==> src/hw/mii_pkg.sv <==
// Purpose: shared constants and types of the mac-side media interface
// Assumes: core clock of 10 mhz; link clocks are sampled, not used as clocks
// Notes:   management frames are the usual 64-bit clause 22 layout
package mii_pkg;

  // core clock
  localparam int unsigned CLK_PERIOD_NS = 100;

  // fastest management clock the phy accepts, as a period
  localparam int unsigned MDC_MIN_PERIOD_NS = 400;
  // half period in core cycles, least time so rounded up, at least one
  localparam int unsigned MDC_HALF_MIN =
    ((MDC_MIN_PERIOD_NS / 2) + CLK_PERIOD_NS - 1) / CLK_PERIOD_NS;
  // default half period, leaves room for the input synchroniser delay
  localparam int unsigned MDC_HALF_DEF = 4;

  // management frame layout, bit 63 goes out first
  localparam int unsigned FRAME_BITS = 64;
  localparam logic [5:0]  LAST_BIT   = 6'h3f;
  localparam logic [5:0]  TA_BIT     = 6'h2e;  // first turnaround bit
  localparam logic [5:0]  DATA_BIT   = 6'h30;  // first data bit
  localparam logic [31:0] PREAMBLE   = 32'hffffffff;
  localparam logic [1:0]  START_CODE = 2'h1;
  localparam logic [1:0]  OP_READ    = 2'h2;
  localparam logic [1:0]  OP_WRITE   = 2'h1;
  localparam logic [1:0]  TA_WRITE   = 2'h2;
  localparam logic [1:0]  TA_READ    = 2'h3;   // released, pull-up reads 1

  // one management request
  typedef struct packed {
    logic        rd;
    logic [4:0]  phy_addr;
    logic [4:0]  reg_addr;
    logic [15:0] wdata;
  } mii_mgmt_req_t;

  // one received octet with its framing
  typedef struct packed {
    logic [7:0] data;
    logic       last;
    logic       error;
  } mii_rx_beat_t;

endpackage

==> src/hw/mii_mgmt.sv <==
// Purpose: management frame engine driving the clock and the data pin
// Assumes: mdio_i is already resynchronised to clk_i
// Notes:   data changes on the falling clock, is sampled on the rising one
module mii_mgmt
  import mii_pkg::*;
#(
  parameter int unsigned MDC_HALF = MDC_HALF_DEF
) (
  // clock and reset
  input  wire logic          clk_i,
  input  wire logic          rst_n_i,
  // request side
  input  wire logic          start_i,
  input  wire mii_mgmt_req_t req_i,
  output logic               busy_o,
  output logic               done_o,
  output logic [15:0]        rdata_o,
  // pins
  output logic               mdc_o,
  input  wire logic          mdio_i,
  output logic               mdio_o,
  output logic               mdio_oe_o
);

  // refused at elaboration: the eight-bit divider and the fastest legal mdc
  if (MDC_HALF < MDC_HALF_MIN || MDC_HALF > 255) begin : g_half_bad
    $error("mii_mgmt: MDC_HALF out of range");
  end

  logic [7:0]  div_q;
  logic [5:0]  bit_q;
  logic [63:0] sr_q;
  logic        rd_q;
  logic        tick;

  assign tick = (div_q == 8'(MDC_HALF - 1));

  // whole frame built at once: preamble, start, op, addresses, ta, data
  function automatic logic [63:0] frame(input mii_mgmt_req_t r);
    frame = {PREAMBLE, START_CODE, r.rd ? OP_READ : OP_WRITE,
             r.phy_addr, r.reg_addr, r.rd ? TA_READ : TA_WRITE,
             r.rd ? 16'hffff : r.wdata};
  endfunction

  // half-period divider runs only while a frame is out
  always_ff @(posedge clk_i or negedge rst_n_i) begin
    if (!rst_n_i) begin
      div_q <= 8'h00;
    end else if (!busy_o || tick) begin
      div_q <= 8'h00;
    end else begin
      div_q <= div_q + 8'h01;
    end
  end

  // frame sequencing and pin drive
  always_ff @(posedge clk_i or negedge rst_n_i) begin
    if (!rst_n_i) begin
      busy_o    <= 1'b0;
      done_o    <= 1'b0;
      mdc_o     <= 1'b0;
      mdio_o    <= 1'b0;
      mdio_oe_o <= 1'b0;
      bit_q     <= 6'h00;
      sr_q      <= 64'h0;
      rd_q      <= 1'b0;
    end else begin
      done_o <= 1'b0;
      if (!busy_o) begin
        if (start_i) begin
          busy_o    <= 1'b1;
          sr_q      <= frame(req_i);
          rd_q      <= req_i.rd;
          bit_q     <= 6'h00;
          mdio_o    <= PREAMBLE[31];          // first bit on the wire
          mdio_oe_o <= 1'b1;
        end
      end else if (tick) begin
        mdc_o <= ~mdc_o;
        if (mdc_o) begin
          // falling edge: move to the next bit or finish
          if (bit_q == LAST_BIT) begin
            busy_o    <= 1'b0;
            done_o    <= 1'b1;
            mdio_oe_o <= 1'b0;
          end else begin
            bit_q     <= bit_q + 6'h01;
            sr_q      <= {sr_q[62:0], 1'b0};
            mdio_o    <= sr_q[62];
            // release the pin from turnaround on for reads
            mdio_oe_o <= !(rd_q && (bit_q + 6'h01) >= TA_BIT);
          end
        end
      end
    end
  end

  // read data taken on rising edges of the data phase, msb first
  always_ff @(posedge clk_i or negedge rst_n_i) begin
    if (!rst_n_i) begin
      rdata_o <= 16'h0000;
    end else if (busy_o && tick && !mdc_o && rd_q && bit_q >= DATA_BIT) begin
      rdata_o <= {rdata_o[14:0], mdio_i};
    end
  end

endmodule

==> src/hw/mii_mac.sv <==
// Purpose: mac side of the media independent interface toward a phy
// Assumes: link clocks are far slower than clk_i (at least 4x)
// Notes:   every pin input is resampled twice before use
//
// Behaviour
// - transmit enable high exactly while data lines carry a valid nibble
// - receive valid brackets the packet; sampled on rising receive clock
// - receive error of a single receive clock is caught
// - device drives management clock; drives and releases the data pin
// - link input active low when polarity input high, else active high
// - active-low phy reset output held low during our own reset
module mii_mac
  import mii_pkg::*;
#(
  parameter int unsigned MDC_HALF = MDC_HALF_DEF
) (
  // clock and reset
  input  wire logic          clk_i,
  input  wire logic          rst_n_i,
  // transmit octets from the mac
  input  wire logic [7:0]    tx_data_i,
  input  wire logic          tx_valid_i,
  output logic               tx_ready_o,
  // received octets to the mac
  output mii_rx_beat_t       rx_beat_o,
  output logic               rx_valid_o,
  // management requests
  input  wire logic          mgmt_start_i,
  input  wire mii_mgmt_req_t mgmt_req_i,
  output logic               mgmt_busy_o,
  output logic               mgmt_done_o,
  output logic [15:0]        mgmt_rdata_o,
  // status
  output logic               link_up_o,
  output logic               collision_o,
  // phy transmit pins
  input  wire logic          txc_i,
  output logic [3:0]         txd_o,
  output logic               tx_en_o,
  // phy receive pins
  input  wire logic          rxc_i,
  input  wire logic [3:0]    rxd_i,
  input  wire logic          rx_dv_i,
  input  wire logic          rx_er_i,
  input  wire logic          collision_in_i,
  // phy management pins
  output logic               mdc_o,
  input  wire logic          mdio_i,
  output logic               mdio_o,
  output logic               mdio_oe_o,
  // link status pins and phy reset
  input  wire logic          link_in_i,
  input  wire logic          link_pol_i,
  output logic               phy_reset_n_o
);

  // two-stage synchroniser for every pin input
  localparam int unsigned SW = 12;
  logic [SW-1:0] s1_q;
  logic [SW-1:0] s2_q;
  logic          txc_s, rxc_s, dv_s, er_s, col_s, lnk_s, pol_s, mdio_s;
  logic [3:0]    rxd_s;

  always_ff @(posedge clk_i or negedge rst_n_i) begin
    if (!rst_n_i) begin
      s1_q <= '0;
      s2_q <= '0;
    end else begin
      s1_q <= {txc_i, rxc_i, rxd_i, rx_dv_i, rx_er_i, collision_in_i,
               link_in_i, link_pol_i, mdio_i};
      s2_q <= s1_q;
    end
  end

  assign {txc_s, rxc_s, rxd_s, dv_s, er_s, col_s, lnk_s, pol_s, mdio_s} = s2_q;

  // previous samples, for edge detection and pre-edge values
  logic       txc_p_q, rxc_p_q, dv_p_q, er_p_q;
  logic [3:0] rxd_p_q;

  always_ff @(posedge clk_i or negedge rst_n_i) begin
    if (!rst_n_i) begin
      txc_p_q <= 1'b0;
      rxc_p_q <= 1'b0;
      dv_p_q  <= 1'b0;
      er_p_q  <= 1'b0;
      rxd_p_q <= 4'h0;
    end else begin
      txc_p_q <= txc_s;
      rxc_p_q <= rxc_s;
      dv_p_q  <= dv_s;
      er_p_q  <= er_s;
      rxd_p_q <= rxd_s;
    end
  end

  logic tx_fall, rx_rise;
  assign tx_fall = txc_p_q & ~txc_s;
  assign rx_rise = ~rxc_p_q & rxc_s;

  // transmit: one octet held, its high nibble kept apart once started
  logic [7:0] hold_q;
  logic       have_q, have_d;
  logic [3:0] hi_q;
  logic       hi_pend_q;
  logic       accept;

  assign accept = tx_valid_i & tx_ready_o;

  // buffer frees at the low nibble so a new octet has a full txc period
  always_comb begin
    have_d = have_q;
    if (tx_fall && !hi_pend_q && have_q) begin
      have_d = 1'b0;
    end
    if (accept) begin
      have_d = 1'b1;
    end
  end

  always_ff @(posedge clk_i or negedge rst_n_i) begin
    if (!rst_n_i) begin
      hold_q     <= 8'h00;
      have_q     <= 1'b0;
      tx_ready_o <= 1'b0;
    end else begin
      have_q     <= have_d;
      tx_ready_o <= ~have_d;
      if (accept) begin
        hold_q <= tx_data_i;
      end
    end
  end

  // nibbles change on the falling txc so the phy sees them settled
  always_ff @(posedge clk_i or negedge rst_n_i) begin
    if (!rst_n_i) begin
      txd_o     <= 4'h0;
      tx_en_o   <= 1'b0;
      hi_q      <= 4'h0;
      hi_pend_q <= 1'b0;
    end else if (tx_fall) begin
      if (hi_pend_q) begin
        txd_o     <= hi_q;
        tx_en_o   <= 1'b1;
        hi_pend_q <= 1'b0;
      end else if (have_q) begin
        txd_o     <= hold_q[3:0];
        tx_en_o   <= 1'b1;
        hi_q      <= hold_q[7:4];
        hi_pend_q <= 1'b1;
      end else begin
        txd_o     <= 4'h0;
        tx_en_o   <= 1'b0;
      end
    end
  end

  // receive: pre-edge samples are the values at the rising rxc
  logic [3:0] lo_q;
  logic       odd_q;
  logic       err_q;
  logic       in_pkt_q;

  always_ff @(posedge clk_i or negedge rst_n_i) begin
    if (!rst_n_i) begin
      lo_q       <= 4'h0;
      odd_q      <= 1'b0;
      err_q      <= 1'b0;
      in_pkt_q   <= 1'b0;
      rx_beat_o  <= '0;
      rx_valid_o <= 1'b0;
    end else begin
      rx_valid_o <= 1'b0;
      if (rx_rise) begin
        if (dv_p_q) begin
          in_pkt_q <= 1'b1;
          if (!odd_q) begin
            lo_q  <= rxd_p_q;
            odd_q <= 1'b1;
            err_q <= err_q | er_p_q;
          end else begin
            odd_q           <= 1'b0;
            err_q           <= err_q | er_p_q;
            rx_beat_o.data  <= {rxd_p_q, lo_q};
            rx_beat_o.last  <= 1'b0;
            rx_beat_o.error <= err_q | er_p_q;
            rx_valid_o      <= 1'b1;
          end
        end else if (in_pkt_q) begin
          // end of packet: a closing beat, odd nibble counts as error
          in_pkt_q        <= 1'b0;
          odd_q           <= 1'b0;
          err_q           <= 1'b0;
          rx_beat_o.data  <= 8'h00;
          rx_beat_o.last  <= 1'b1;
          rx_beat_o.error <= err_q | odd_q;
          rx_valid_o      <= 1'b1;
        end
      end
    end
  end

  // collision and link status, collision already synchronous to the phy
  always_ff @(posedge clk_i or negedge rst_n_i) begin
    if (!rst_n_i) begin
      collision_o <= 1'b0;
      link_up_o   <= 1'b0;
    end else begin
      collision_o <= col_s;
      link_up_o   <= pol_s ? ~lnk_s : lnk_s;
    end
  end

  // phy reset follows our own reset, released one edge later
  always_ff @(posedge clk_i or negedge rst_n_i) begin
    if (!rst_n_i) begin
      phy_reset_n_o <= 1'b0;
    end else begin
      phy_reset_n_o <= 1'b1;
    end
  end

  // management engine
  mii_mgmt #(
    .MDC_HALF (MDC_HALF)
  ) u_mgmt (
    .clk_i     (clk_i),
    .rst_n_i   (rst_n_i),
    .start_i   (mgmt_start_i),
    .req_i     (mgmt_req_i),
    .busy_o    (mgmt_busy_o),
    .done_o    (mgmt_done_o),
    .rdata_o   (mgmt_rdata_o),
    .mdc_o     (mdc_o),
    .mdio_i    (mdio_s),
    .mdio_o    (mdio_o),
    .mdio_oe_o (mdio_oe_o)
  );

endmodule

==> config.mk <==
export PLATFORM = sky130hd
export DESIGN_NAME = mii_mac
export DESIGN_NICKNAME = d
export VERILOG_FILES = /design/src/hw/mii_pkg.sv /design/src/hw/mii_mgmt.sv /design/src/hw/mii_mac.sv
export SDC_FILE = /design/constraint.sdc
export NUM_CORES = 1
export LEC_CHECK = 0
export BUFFER_PORTS_ARGS = -buffer_cell sky130_fd_sc_hd__buf_2
export CAP_MARGIN = 40
export CELL_PAD_IN_SITES_DETAIL_PLACEMENT = 1
export CELL_PAD_IN_SITES_GLOBAL_PLACEMENT = 1
export CORE_MARGIN = 1
export CORE_UTILIZATION = 49
export CTS_CLUSTER_DIAMETER = 50
export DETAILED_ROUTE_END_ITERATION = 8
export PLACE_DENSITY_LB_ADDON = 0.05
export SYNTH_ARGS = -nofsm -noshare
export SYNTH_HDL_FRONTEND = slang
export SYNTH_SLANG_ARGS = --single-unit
==> constraint.sdc <==
create_clock -name clk_i -period 6.42 [get_ports clk_i]
set_clock_uncertainty 0.05 [all_clocks]
set_input_delay 0.642 -clock clk_i [delete_from_list [all_inputs] [get_ports clk_i]]
set_output_delay 0.642 -clock clk_i [all_outputs]
set_load 0.01 [all_outputs]
# Yosys cells after proc, flatten, opt, wreduce, memory -nomap -nowiden
# Index checks and enable logic that the tools add are counted.
# totals
reg_bits	172
inputBits	51
output_inout_bits	41
wordCells	132
# classes
n_addsub	2
magnitude_cmp	2
eq_ne	6
muxes	52
bitwise	13
reduce_logical	22
# op_table
cell	count
$mux 63	5
$mux 1	34
$mux 10	3
$mux 6	5
$mux 16	1
$ge 6x6->1 const B	2
$reduce_and 3->1	4
$add 8x1->8 const B	1
$eq 8x2->1 const B	1
$mux 4	2
$mux 8	1
$not 1->1	8
$logic_and 1x1->1	7
$add 6x1->6 const B	1
$eq 6x6->1 const B	1
$ne 2x2->1 const B	3
$reduce_and 2->1	3
$logic_not 1->1	4
$reduce_and 4->1	1
$reduce_bool 2->1	2
$and 1x1->1	3
$mux 2	1
$ne 2x1->1 const B	1
$or 1x1->1	2
$logic_or 1x1->1	1

# Logic depth before layout (Yosys ltp)
# depth
word_depth	8
mapped_depth	9
mapped_depth_nobuf	7

# Hierarchy
# From an unflattened synthesis, not the netlist that was laid out.
# hier_totals
cells_unflattened	516
hier_area_um2	6686.4
# modules_own_cells
module	n_inst	cells_each	area_per_inst_um2	seq_area_each_um2
mii_mgmt	1	351	4216.5	2477.4
mii_mac	1	165	2469.9	1826.8

# Worst setup path before layout
# OpenSTA, ideal clock, no wires.
# synth_path
kind	flip-flop to flip-flop
startpoint	reg u_mgmt.div_q[0]
endpoint	reg u_mgmt.sr_q[0]
setup_time_ps	140
t_arrival_ps	2221
t_required_ps	6230
setup_slack_ps	4010
path_stages_with_launch	10
n_path_buf	3
synth_period_minus_slack_ps	2410
path_cell_list	dfrtp_1 -> ha_1 -> or4b_4 -> or4_1 -> buf_2 -> o21a_4 -> buf_6 -> buf_6 -> nand2_1 -> o31ai_1
# synth_via
elab_chain_cells	3
# synth_lines
item	line	rtl
start, declared	mii_mgmt.sv:30	logic [7:0] div_q;
start signal, assigned	mii_mgmt.sv:52	div_q <= div_q + 8'h01;
$eq 8x2->1	mii_mgmt.sv:36	assign tick = (div_q == 8'(MDC_HALF - 1));
$ne 2x2->1 (no line)	n/a	
$reduce_and 4->1 (no line)	n/a	
end signal, assigned	mii_mgmt.sv:72	sr_q <= frame(req_i);
end signal, assigned	mii_mgmt.sv:88	sr_q <= {sr_q[62:0], 1'b0};
end, declared	mii_mgmt.sv:32	logic [63:0] sr_q;
# No other way between the ends.
# A chain may end at the register's enable or synchronous reset.

# Final worst setup path
# layout_path
startpoint	reg u_mgmt.busy_o
endpoint	reg u_mgmt.sr_q[55]
# layout_via
elab_chain_cells	2
elab_cells_between_ends	6
cone_classes	eq/ne (3); mux (1); reduce/logical (2)
# layout_lines
item	line	rtl
start, declared	mii_mgmt.sv:15	output logic busy_o,
start signal, assigned	mii_mgmt.sv:59	busy_o <= 1'b0;
start signal, assigned	mii_mgmt.sv:71	busy_o <= 1'b1;
start signal, assigned	mii_mgmt.sv:83	busy_o <= 1'b0;
$ne 2x2->1 (no line) / $reduce_bool 2->1 (equally long branches)	n/a	
$reduce_and 4->1 (no line)	n/a	
# Several ways; a longest one is shown, not always the timed one.

==> run summary <==
Top cell type by total area after synthesis: dfrtp_1
Initial Utilization: 50.2%
Sum of negative setup slack: 0 ns
Post-Route Utilization: 59.2%
Xor/xnor share of the synthesized area: 1.19%
TritonCTS clock tree: built
CTS buffer count: 17
Main combinational cell family by area after synthesis: simple AND/OR/NAND/NOR gates
Residual DRC: 0
Mux share of post-synthesis cell area: 7.28%
Max-slew violations: 0
RSZ-0062 raised after global routing: no
Required time of the critical path: 6.66 ns
Final WL: 14000 µm
Avg WL per Cell: 16.7 µm
Row cnt: 42
Worst Setup Path Type: flip-flop to flip-flop
Grt ovf: 0
GRT met1 Usage: 27.4%
CP endpoint kind: flip-flop
First-pass GRT wire length: 24200 µm
Status: completed
Area fraction of the dominant cell type after synthesis: 65.0%
F_max: 0.306 GHz
Worst hold path type: input pin to async pin
Die width: 118 µm
Hold slack: 0.119 ns
Maximum vdd drop: 0.223 mV
CP Max Fanout: 92
Synth Area per Inst: 11.7 µm²
Core area: 13200 µm²
Top cell by count, worst path: buf_4
Slew headroom: 46.4%
Initial antenna violation count: 0
Area delta synth->final: 18.0%
Critical path arrival: 3.51 ns
PostCTS Resize Cnt: 0
Synthesized flop and latch total: 172
CTS Buffer Depth: 2
Area of the mapped netlist: 6620 µm²
# clock sinks: 172
Detail Route Antenna Nets: 0
Synthesized net count: 622
DR pass1 iterations: 4
Die H: 118 µm
Layout cells sized above 1: 25.2%
CP Buf/Inv Count: 4
Seq/Total Area, Yosys: 65.0%
Vias/cell: 5.34
Final hold viol count: 0
Root Driver: clkbuf_16
Largest stage delay on the critical path: 0.72 ns
DIE AREA: 14000 µm²
Most Crowded Layer GR: met2
Complex-gate fraction of the synthesized area: 10.8%
CP top delay family: buffers and inverters
Worst setup SP type: flip-flop
Simple-Gate Fraction of Synth Area: 11.2%
Tmin final: 3.27 ns
CP cell instances: buf_4, inv_1, buf_4, or4_1, o21a_4, buf_16, nor3_1, a21oi_1
Largest net degree at the start of global routing: 93
Max-cap violations: 0
Post-synth ARST share: 100%
Post-synth EDFFs: 0
GPL Wtd Cong: 0.728
Worst-margin pin slew: 0.802 ns
Met3 GRT Util: 4.68%
Leading post-synthesis cells by cell area: dfrtp_1 65%, mux2_2 5.6%, nand2_1 3.5%, nor2_1 2.3%, o21ai_0 2.1%
Ant. Diodes: 0
LEAKAGE: 3.80 nW
Crit-path slowest cell: or4_1
Final setup vio count: 0
Tcrit/Tclk final: 51.0%
Port bufs: 91
Ys flop type: dfrtp_1
Hold Buf Count CTS: 0
Synth unique cells: 43
Vias in the first global route: 4948
CTS H-Tree Depth: 4
Total GRT Usage: 22.1%
Pwr/cell area: 438 nW/µm²
DRT iter0 DRCs: 228
Clk slew on worst S/H paths: 0.07 ns
Clock Latency Late Sink: 0.42 ns
Number of nets in the layout: 706
Synth warn: 0
Post-detail-place hpwl: 8720 µm
Post-Synth Adder-Cell Area: 0.567%
Vias after detailed routing: 4481
# Post-CTS Setup Buffers: 0
Gate Count Post-Synth: 568
Met2 GRT Util: 38.2%
Number of top-level pins: 92
-- worst reg2reg max path, stage by stage, from the launching register on --
cell,delay [ns]
dfrtp_1,0.34
buf_4,0.42
inv_1,0.42
buf_4,0.35
or4_1,0.72
o21a_4,0.30
buf_16,0.22
nor3_1,0.25
a21oi_1,0.07
-- worst paths after layout --
check / start / endpoint / slack [ns] / cells past startpoint
max: u_mgmt.busy_o / u_mgmt.sr_q[55] / 3.15 / 8
min: rst_n_i / rx_beat_o[0] / 0.12 / 1
max reg2reg: u_mgmt.busy_o / u_mgmt.sr_q[55] / 3.15 / 8
min reg2reg: s1_q[2] / s2_q[2] / 0.30 / 0
max in group asynchronous: rst_n_i / lo_q[3] / 5.02 / 2
min in group clk_i: rxd_i[2] / s1_q[8] / 0.27 / 1
-- cells by family (layout without fill, tap and decap cells) --
group,Yosys count,count (layout)
flip-flops,172,172
multiplexers,44,44
buffers and inverters,54,149
AO/OA/AOI/OAI,123,123
adder cells (fa/ha/maj),3,3
AND/OR/NAND/NOR,162,162
XOR/XNOR,9,9
other,1,1
-- cell type report --
| type | instances | area (µm²) |
|---|---|---|
| fillers | 1404 | 5380 |
| flip-flops and latches | 172 | 4300 |
| multi-input cells | 342 | 2060 |
| repair buffers | 97 | 547 |
| clock buffers | 17 | 425 |
| well taps | 176 | 220 |
| clock inverters | 13 | 176 |
| inverters | 22 | 82.6 |
-- flip-flops by register name (all words and copies together) (netlist names), 4 cells and up --
signal and cells:
hi_q 4, hold_q 8, lo_q 4, rx_beat_o 10
rxd_p_q 4, s1_q 12, s2_q 12, txd_o 4
u_mgmt.bit_q 6, u_mgmt.div_q 8, u_mgmt.rdata_o 16, u_mgmt.sr_q 63
-- cells in the mapped netlist, types with 4 or more instances --
cell        n
a21oi_1    22
a31oi_1    18
buf_2       7
buf_6       6
clkbuf_1   18
dfrtp_1   172
inv_1      22
mux2_2     33
mux2i_1    11
nand2_1    62
nand3_1    18
nor2_1     41
nor2b_1     4
nor3_1     20
o21ai_0    28
o21ai_1    22
o22ai_1    15
xor2_1      6
-- cells in the final DEF, fill, tap and decap left out, drive strengths merged, types with 18 or more instances in the layout --
cell type and count:
dfrtp 172, buf 97, nand2 62, o21ai 51, nor2 41, mux2 33, inv 22, a21oi 22
nor3 20, nand3 18, a31oi 18
-- stage by stage --
stage / setup WS [ns] / cell area, µm² / instances / total power, mW
after floorplan: 4.01 / 6620 / 568 / 2.12
after global placement: 3.18 / 7160 / 807 / 2.30
after detailed placement: 3.17 / 7210 / 809 / 2.38
after CTS: 3.12 / 7820 / 839 / 3.47
after global routing: 2.89 / 7820 / 839 / 3.63
final: 3.15 / 7820 / 839 / 3.42
-- layer usage --
metal,vias up,share of wire (%)
met5,-,0
met1,2264,43
met3,14,3.3
li1,2116,-
met2,87,52
met4,0,1.5
-- report_power, final --
part	switching (mW)	total (mW)	internal, mW
clock	0.406	1.05	0.643
combinational	0.413	0.744	0.332
sequential	0.214	1.63	1.42
total	1.03	3.42	2.39
No activity file was read; power rests on OpenSTA's default activity.
